**src/tec8_pkg.sv**
```systemverilog
// Constants shared by the 8-bit timer/event counter block
// -----------------------------------------------------------------------------
// Overview of operation
// - Direction bit 0 drives the pin, 1 releases it; reset loads all ones.
// - Interval mode: match clears counter, counting goes on, interrupt request pulses.
// - Match period is compare value plus one count clocks, 00H to FFH.
// - Count step is one clock, 256 clocks, or one external edge period.
// - Event mode counts each valid input edge; low select bit picks the polarity.
// - Square-wave mode inverts the pin on match, clears counter, raises request.
// - Clearing count enable forces the square-wave output low.
// - Timer output starts low when output enable is set, square-wave and PWM.
// - PWM mode match does not clear counter; request still pulses.
// - Compare rewrite while counting may match at once; software stops first.
// - PWM compare rewrite while counting may hold the output high a period.
// - Clock select 00 clock, 01 clock/256, 10 rising input, 11 falling input.
// - Mode control: enable bit 7, PWM bit 6, select, output enable bit 0.
// -----------------------------------------------------------------------------
package tec8_pkg;
    // -------------------------------------------------------------------------
    // Register addresses
    // -------------------------------------------------------------------------
    localparam logic [15:0] ADDR_PORT2_DIRECTION = 16'hFF22;
    localparam logic [15:0] ADDR_TIMER_MODE_CONTROL = 16'hFF53;
    localparam logic [15:0] ADDR_PORT2_LATCH = 16'hFF02;
    localparam logic [15:0] ADDR_COMPARE_VALUE = 16'hFF50;
    localparam logic [15:0] ADDR_COUNT_VALUE = 16'hFF51;
    // -------------------------------------------------------------------------
    // Reset values
    // -------------------------------------------------------------------------
    localparam logic [7:0] RST_PORT2_DIRECTION = 8'hFF;
    localparam logic [7:0] RST_TIMER_MODE_CONTROL = 8'h00;
    localparam logic [7:0] RST_PORT2_LATCH = 8'h00;
    localparam logic [7:0] RST_COMPARE_VALUE = 8'h00;
    localparam logic [7:0] RST_COUNT_VALUE = 8'h00;
    localparam logic [7:0] COUNT_WRAP = 8'hFF;
    localparam logic [7:0] READ_UNMAPPED = 8'h00;
    // -------------------------------------------------------------------------
    // Mode control fields
    // -------------------------------------------------------------------------
    localparam int MODE_COUNT_ENABLE_BIT = 7;
    localparam int MODE_PWM_BIT = 6;
    localparam int MODE_CLOCK_SELECT_HIGH = 2;
    localparam int MODE_CLOCK_SELECT_LOW = 1;
    localparam int MODE_OUTPUT_ENABLE_BIT = 0;
    localparam logic [7:0] MODE_WRITABLE_MASK = 8'hC7;
    localparam int SHARED_PIN = 7;
    // -------------------------------------------------------------------------
    // Clock select codes and prescaler
    // -------------------------------------------------------------------------
    localparam logic [1:0] CLK_SEL_SYSTEM = 2'h0;
    localparam logic [1:0] CLK_SEL_DIV256 = 2'h1;
    localparam logic [1:0] CLK_SEL_RISING = 2'h2;
    localparam logic [1:0] CLK_SEL_FALLING = 2'h3;
    localparam int PRESCALE_BITS = 8;
endpackage

```
**src/tec8_timer.sv**
```systemverilog
// Top of the 8-bit timer/event counter with its port 2 pin control
`timescale 1ns/10ps
module tec8_timer #(
    parameter int PIN_COUNT = 8
) (
    // Clock and reset
    input wire logic clk_in,
    input wire logic rst_in,
    // Register access
    input wire logic [15:0] addr_in,
    input wire logic wr_en_in,
    input wire logic [7:0] wr_data_in,
    input wire logic rd_en_in,
    output logic [7:0] rd_data_out,
    // Port 2 pins
    input wire logic [PIN_COUNT-1:0] port2_pin_in,
    output logic [PIN_COUNT-1:0] port2_pin_out,
    output logic [PIN_COUNT-1:0] port2_pin_oe_out,
    // Timer event
    output logic match_interrupt_request_out
);
    // -------------------------------------------------------------------------
    // Registers
    // -------------------------------------------------------------------------
    logic [PIN_COUNT-1:0] port2_direction;
    logic [PIN_COUNT-1:0] port2_latch;
    logic [7:0] timer_mode_control;
    logic [7:0] compare_value;
    logic [PIN_COUNT-1:0] next_port2_direction;
    logic [PIN_COUNT-1:0] next_port2_latch;
    logic [7:0] next_timer_mode_control;
    logic [7:0] next_compare_value;
    logic [7:0] next_rd_data;

    // Counting state
    localparam int PRESCALE_CNT_W = tec8_pkg::PRESCALE_BITS;
    logic [7:0] count_value;
    logic [PRESCALE_CNT_W-1:0] prescale_count;
    logic event_level_prev;
    logic timer_output;
    logic [7:0] next_count_value;
    logic [PRESCALE_CNT_W-1:0] next_prescale_count;
    logic next_timer_output;
    logic next_match_request;
    logic [PIN_COUNT-1:0] next_pin_out;
    logic [PIN_COUNT-1:0] next_pin_oe;

    // Decoded controls
    logic count_enable;
    logic pwm_mode;
    logic output_enable;
    logic [1:0] clock_select;
    logic event_level;
    logic count_tick;
    logic compare_match;
    logic counter_wrap;

    // -------------------------------------------------------------------------
    // External event input
    // -------------------------------------------------------------------------
    tec8_input_sync u_event_sync (
        .clk_in(clk_in),
        .rst_in(rst_in),
        .pin_in(port2_pin_in[tec8_pkg::SHARED_PIN]),
        .level_out(event_level)
    );

    assign count_enable = timer_mode_control[tec8_pkg::MODE_COUNT_ENABLE_BIT];
    assign pwm_mode = timer_mode_control[tec8_pkg::MODE_PWM_BIT];
    assign output_enable = timer_mode_control[tec8_pkg::MODE_OUTPUT_ENABLE_BIT];
    assign clock_select = {timer_mode_control[tec8_pkg::MODE_CLOCK_SELECT_HIGH],
                           timer_mode_control[tec8_pkg::MODE_CLOCK_SELECT_LOW]};

    // -------------------------------------------------------------------------
    // Register writes and reads
    // -------------------------------------------------------------------------
    always_comb begin
        next_port2_direction = port2_direction;
        next_port2_latch = port2_latch;
        next_timer_mode_control = timer_mode_control;
        next_compare_value = compare_value;
        next_rd_data = rd_data_out;
        if (wr_en_in) begin
            if (addr_in == tec8_pkg::ADDR_PORT2_DIRECTION) begin
                next_port2_direction = wr_data_in[PIN_COUNT-1:0];
            end else if (addr_in == tec8_pkg::ADDR_PORT2_LATCH) begin
                next_port2_latch = wr_data_in[PIN_COUNT-1:0];
            end else if (addr_in == tec8_pkg::ADDR_TIMER_MODE_CONTROL) begin
                next_timer_mode_control = wr_data_in & tec8_pkg::MODE_WRITABLE_MASK;
            end else if (addr_in == tec8_pkg::ADDR_COMPARE_VALUE) begin
                next_compare_value = wr_data_in;
            end
        end
        if (rd_en_in) begin
            if (addr_in == tec8_pkg::ADDR_PORT2_DIRECTION) begin
                next_rd_data = port2_direction;
            end else if (addr_in == tec8_pkg::ADDR_PORT2_LATCH) begin
                next_rd_data = port2_latch;
            end else if (addr_in == tec8_pkg::ADDR_TIMER_MODE_CONTROL) begin
                next_rd_data = timer_mode_control;
            end else if (addr_in == tec8_pkg::ADDR_COMPARE_VALUE) begin
                next_rd_data = compare_value;
            end else if (addr_in == tec8_pkg::ADDR_COUNT_VALUE) begin
                next_rd_data = count_value;
            end else begin
                next_rd_data = tec8_pkg::READ_UNMAPPED;
            end
        end
    end

    always_ff @(posedge clk_in or posedge rst_in) begin
        if (rst_in) begin
            port2_direction <= tec8_pkg::RST_PORT2_DIRECTION;
            port2_latch <= tec8_pkg::RST_PORT2_LATCH;
            timer_mode_control <= tec8_pkg::RST_TIMER_MODE_CONTROL;
            compare_value <= tec8_pkg::RST_COMPARE_VALUE;
            rd_data_out <= tec8_pkg::READ_UNMAPPED;
        end else begin
            port2_direction <= next_port2_direction;
            port2_latch <= next_port2_latch;
            timer_mode_control <= next_timer_mode_control;
            compare_value <= next_compare_value;
            rd_data_out <= next_rd_data;
        end
    end

    // -------------------------------------------------------------------------
    // Count clock selection
    // -------------------------------------------------------------------------
    always_comb begin
        count_tick = 1'b0;
        case (clock_select)
            tec8_pkg::CLK_SEL_SYSTEM: begin
                count_tick = 1'b1;
            end
            tec8_pkg::CLK_SEL_DIV256: begin
                count_tick = &prescale_count;
            end
            tec8_pkg::CLK_SEL_RISING: begin
                count_tick = event_level & ~event_level_prev;
            end
            default: begin
                count_tick = ~event_level & event_level_prev;
            end
        endcase
        if (!count_enable) begin
            count_tick = 1'b0;
        end
    end

    assign compare_match = count_tick && (count_value == compare_value);
    assign counter_wrap = count_tick && (count_value == tec8_pkg::COUNT_WRAP);

    // -------------------------------------------------------------------------
    // Counter, match and timer output
    // -------------------------------------------------------------------------
    always_comb begin
        next_prescale_count = prescale_count + 1'b1;
        next_count_value = count_value;
        next_timer_output = timer_output;
        next_match_request = compare_match;
        if (!count_enable) begin
            next_prescale_count = '0;
            next_count_value = tec8_pkg::RST_COUNT_VALUE;
            next_timer_output = 1'b0;
        end else if (count_tick) begin
            if (compare_match && !pwm_mode) begin
                next_count_value = tec8_pkg::RST_COUNT_VALUE;
            end else begin
                next_count_value = count_value + 1'b1;
            end
            if (pwm_mode) begin
                if (compare_match) begin
                    next_timer_output = 1'b0;
                end else if (counter_wrap) begin
                    next_timer_output = 1'b1;
                end
            end else if (compare_match) begin
                next_timer_output = ~timer_output;
            end
        end
        if (!output_enable) begin
            next_timer_output = 1'b0;
        end
    end

    always_ff @(posedge clk_in or posedge rst_in) begin
        if (rst_in) begin
            prescale_count <= '0;
            count_value <= tec8_pkg::RST_COUNT_VALUE;
            timer_output <= 1'b0;
            event_level_prev <= 1'b0;
            match_interrupt_request_out <= 1'b0;
        end else begin
            prescale_count <= next_prescale_count;
            count_value <= next_count_value;
            timer_output <= next_timer_output;
            event_level_prev <= event_level;
            match_interrupt_request_out <= next_match_request;
        end
    end

    // -------------------------------------------------------------------------
    // Port 2 pin drivers
    // -------------------------------------------------------------------------
    genvar pin;
    generate
        for (pin = 0; pin < PIN_COUNT; pin = pin + 1) begin : g_pin
            always_comb begin
                next_pin_oe[pin] = ~port2_direction[pin];
                next_pin_out[pin] = port2_latch[pin];
                if (pin == tec8_pkg::SHARED_PIN && output_enable) begin
                    next_pin_out[pin] = timer_output | port2_latch[pin];
                end
            end
        end
    endgenerate

    always_ff @(posedge clk_in or posedge rst_in) begin
        if (rst_in) begin
            port2_pin_out <= '0;
            port2_pin_oe_out <= '0;
        end else begin
            port2_pin_out <= next_pin_out;
            port2_pin_oe_out <= next_pin_oe;
        end
    end
endmodule

```
**src/tec8_input_sync.sv**
```systemverilog
// Three-flop input synchroniser with agreement filter
`timescale 1ns/10ps
module tec8_input_sync (
    // Clock and reset
    input wire logic clk_in,
    input wire logic rst_in,
    // Pin side
    input wire logic pin_in,
    // Filtered level
    output logic level_out
);
    logic stage1;
    logic stage2;
    logic stage3;
    logic next_level;

    always_comb begin
        next_level = level_out;
        if (stage2 == stage3) begin
            next_level = stage3;
        end
    end

    always_ff @(posedge clk_in or posedge rst_in) begin
        if (rst_in) begin
            stage1 <= 1'b0;
            stage2 <= 1'b0;
            stage3 <= 1'b0;
            level_out <= 1'b0;
        end else begin
            stage1 <= pin_in;
            stage2 <= stage1;
            stage3 <= stage2;
            level_out <= next_level;
        end
    end
endmodule

```
**config.mk**
```make
export PLATFORM = sky130hd
export DESIGN_NAME = tec8_timer
export DESIGN_NICKNAME = d
export VERILOG_FILES = /design/src/tec8_pkg.sv /design/src/tec8_timer.sv /design/src/tec8_input_sync.sv
export SDC_FILE = /design/constraint.sdc
export NUM_CORES = 1
export LEC_CHECK = 0
export ABC_AREA = 0
export BUFFER_PORTS_ARGS = -buffer_cell sky130_fd_sc_hd__buf_2
export CAP_MARGIN = 25
export CORE_ASPECT_RATIO = 1.2
export CORE_MARGIN = 4
export CORE_UTILIZATION = 55
export DETAILED_ROUTE_END_ITERATION = 10
export GPL_ROUTABILITY_DRIVEN = 0
export MAX_ROUTING_LAYER = met4
export PLACE_DENSITY = 0.88
export SLEW_MARGIN = 20
export SYNTH_ARGS = -nofsm -noshare
export SYNTH_HDL_FRONTEND = slang
export SYNTH_SLANG_ARGS = --single-unit
```
**constraint.sdc**
```tcl
create_clock -name clk_in -period 5.37 [get_ports clk_in]
set_clock_uncertainty 0.2 [all_clocks]
set_input_delay 0.537 -clock clk_in [delete_from_list [all_inputs] [get_ports clk_in]]
set_output_delay 0.537 -clock clk_in [all_outputs]
set_load 0.05 [all_outputs]
```
==> impl_metrics.env <==
export IMPL_status="complete, no violations"
export IMPL_path_class="in2reg"
export IMPL_synth_most_common_cell="dfrtp_1"
export IMPL_grt_ovfl_total=0
export IMPL_synth_edf_count=0
export IMPL_relSlewSlack_pct=31.16
export IMPL_cp_required_ns=5.41
export IMPL_ys_ff_latch=76
export IMPL_seqCellArea_um2=1912
export IMPL_io_pins=61
export IMPL_clk_pin_slew_ns=0.07
export IMPL_num_vias=2456
export IMPL_synth_yosys_warnings=0
export IMPL_clock_sinks=76
export IMPL_grt_pass1_vias=2514
export IMPL_track_usage_pct=21.87
export IMPL_hp_start="port2_pin_in[7]"
export IMPL_drive_above_1_share_pct=36.02
export IMPL_slew_violations=0
export IMPL_hold_buffers=0
export IMPL_cp_arrival_ns=2.96
export IMPL_postCtsResizedCells=0
export IMPL_seq_area_frac_synth_pct=56.53
export IMPL_rsz0062_at_grt="no"
export IMPL_hold_class="in2reg"
export IMPL_crit_fanout=10
export IMPL_syn_instance_count=285
export IMPL_end_kind="register"
export IMPL_drv_cap=0
export IMPL_wire_per_inst_um=17.06
export IMPL_grt_antenna_before_repair=0
export IMPL_cts_buffers=9
export IMPL_grt_first_pass_wirelength_mm=12.11
export IMPL_period_share_pct=54.48
export IMPL_via_per_inst=5.725
export IMPL_die_x_um=79.59
export IMPL_ff2ff_path_depth=6
export IMPL_drtPass1Iterations=4
export IMPL_fillers=421
export IMPL_hpwlAfterDp_mm=5.016
export IMPL_port_buffers=53
export IMPL_htreeDepth=3
export IMPL_drc=0
export IMPL_yosys_area_top_type_share_pct=50.31
export IMPL_vdd_ir_drop_max_uv=202.5
export IMPL_power_density_nw_per_um2=287.0
export IMPL_wl_mm=7.317
export IMPL_start_util_pct=56.25
export IMPL_synth_distinct_cells=52
export IMPL_fp_dieH_um=93.90
export IMPL_drt_initial_drc_count=120
export IMPL_p_leak_nw=1.878
export IMPL_total_power_mw=1.134
export IMPL_synth_common_cells="dfrtp_1, mux2_2, nor2_1"
export IMPL_start_kind="input pin"
export IMPL_area_growth_pct=16.83
export IMPL_finalCriticalPeriod_ns=2.925
export IMPL_clk_latency_ns=0.35
export IMPL_synth_net_count=323
export IMPL_fin_setup_tns_ns=0
export IMPL_finalHoldViolations=0
export IMPL_rr_endpoint="count_value[4]"
export IMPL_netlist_area_um2=3382
export IMPL_cts_tree="built"
export IMPL_synthTopCellsByArea="dfrtp_1, mux2_2, dfstp_2, mux2_4, nor2_1"
export IMPL_max_freq_mhz=341.8
export IMPL_fin_nets=380
export IMPL_design_core_area_um2=6012
export IMPL_postSynthAreaPerCell_um2=11.87
export IMPL_post_cts_buffers=0
export IMPL_worstHoldPathCells=1
export IMPL_fp_row_count=31
export IMPL_async_flop_share_pct=100.0
export IMPL_final_util_pct=65.72
export IMPL_die_area_um2=7473
export IMPL_diodes=0
export IMPL_clock_root_buffer="clkbuf_8"
export IMPL_worstMarginPinSlew_ns=1.024
export IMPL_ant_nets=0
export IMPL_grt_max_degree=77
export IMPL_setup_viol=0
export IMPL_r2r_slack_ns=3.04
export IMPL_multi_input_area_um2=1364
export IMPL_ys_flop_type="dfrtp_1"
export IMPL_clock_path_buffers=2
export IMPL_rr_startpoint="prescale_count[0]"
export IMPL_yosysTopAreaCell="dfrtp_1"
export IMPL_worstHoldEndpoint="u_event_sync.stage1"
## area by class of cell
class                      instances  share of cell area (%)
timing repair buffer              56                   7.188
sequential                        76                   48.38
tap                               82                   2.597
clock buffer                      13                   4.275
clock inverter                     3                   1.710
multi-input combinational        185                   34.52
inverter                          14                   1.330
## worst max-delay path by stage
stage | cells after the start | to | from | slack [ns]
3_3_place_gp | 5 | timer_mode_control[0] | addr_in[3] | 2.02
2_1_floorplan | 7 | port2_latch[0] | addr_in[3] | 2.43
3_5_place_dp | 5 | port2_latch[3] | addr_in[3] | 2.09
6_report | 5 | port2_latch[2] | addr_in[3] | 2.44
5_1_grt | 5 | port2_latch[0] | addr_in[3] | 2.42
4_1_cts | 5 | port2_latch[3] | addr_in[3] | 2.46
## power by group
part           total [mW]  internal (mW)  switching [mW]
combinational      0.0547         0.0171          0.0376
clock               0.498          0.300           0.198
sequential          0.581          0.578         0.00334
total                1.13          0.895           0.239
## worst max-delay path, cell delays in order
cell    delay, ns
buf_2        0.09
or4b_1       0.62
or4_4        0.62
or3b_1       0.70
mux2_4       0.40
## cells by family after synthesis
family	synth area share (%)
XOR/XNOR	3.367
flip-flops	56.53
buffers and inverters	3.144
multiplexers	13.54
adder cells (fa/ha/maj)	1.036
AO/OA/AOI/OAI	8.139
AND/OR/NAND/NOR	14.24
## flip-flops by register name, indices dropped and copies added (netlist names)
register / cells
event_level_prev: 1
port2_pin_oe_out: 8
rd_data_out: 8
timer_output: 1
port2_latch: 8
prescale_count: 8
timer_mode_control: 5
port2_pin_out: 8
count_value: 8
u_event_sync.stage2: 1
compare_value: 8
port2_direction: 8
u_event_sync.level_out: 1
u_event_sync.stage3: 1
match_interrupt_request_out: 1
u_event_sync.stage1: 1
## per-stage QoR
step                hold WS, ns  instance area [µm²]  instances  setup WS (ns)
global route            0.08241                 3951        429          2.418
CTS                     0.07821                 3951        429          2.458
floorplan                0.1312                 3382        285          2.428
finish                  0.08792                 3951        429          2.445
global placement         0.1337                 3711        412          2.020
detailed placement       0.1347                 3715        413          2.089
## routing by layer
metal / vias to the layer above / global-route usage [%] / part of all wire [%] / routed length (µm)
met5: - / - / 0 / 0
li1: 1129 / - / - / -
met2: 101 / 34.61 / 51 / 3720
met3: 20 / 3.359 / 5.5 / 400
met1: 1206 / 26.72 / 40 / 2940
met4: 0 / 12.46 / 3.5 / 255
## cell usage in the layout (no fill, tap or decap), types with 9 or more instances in the layout
cell type   n
nor2_1     29
nand2_1    16
nand3_1    10
inv_1      12
mux2_2     30
buf_2      53
clkbuf_8   12
xnor2_1     9
a21oi_1     9
dfrtp_1    68
Power figures use the tool's default switching activity.
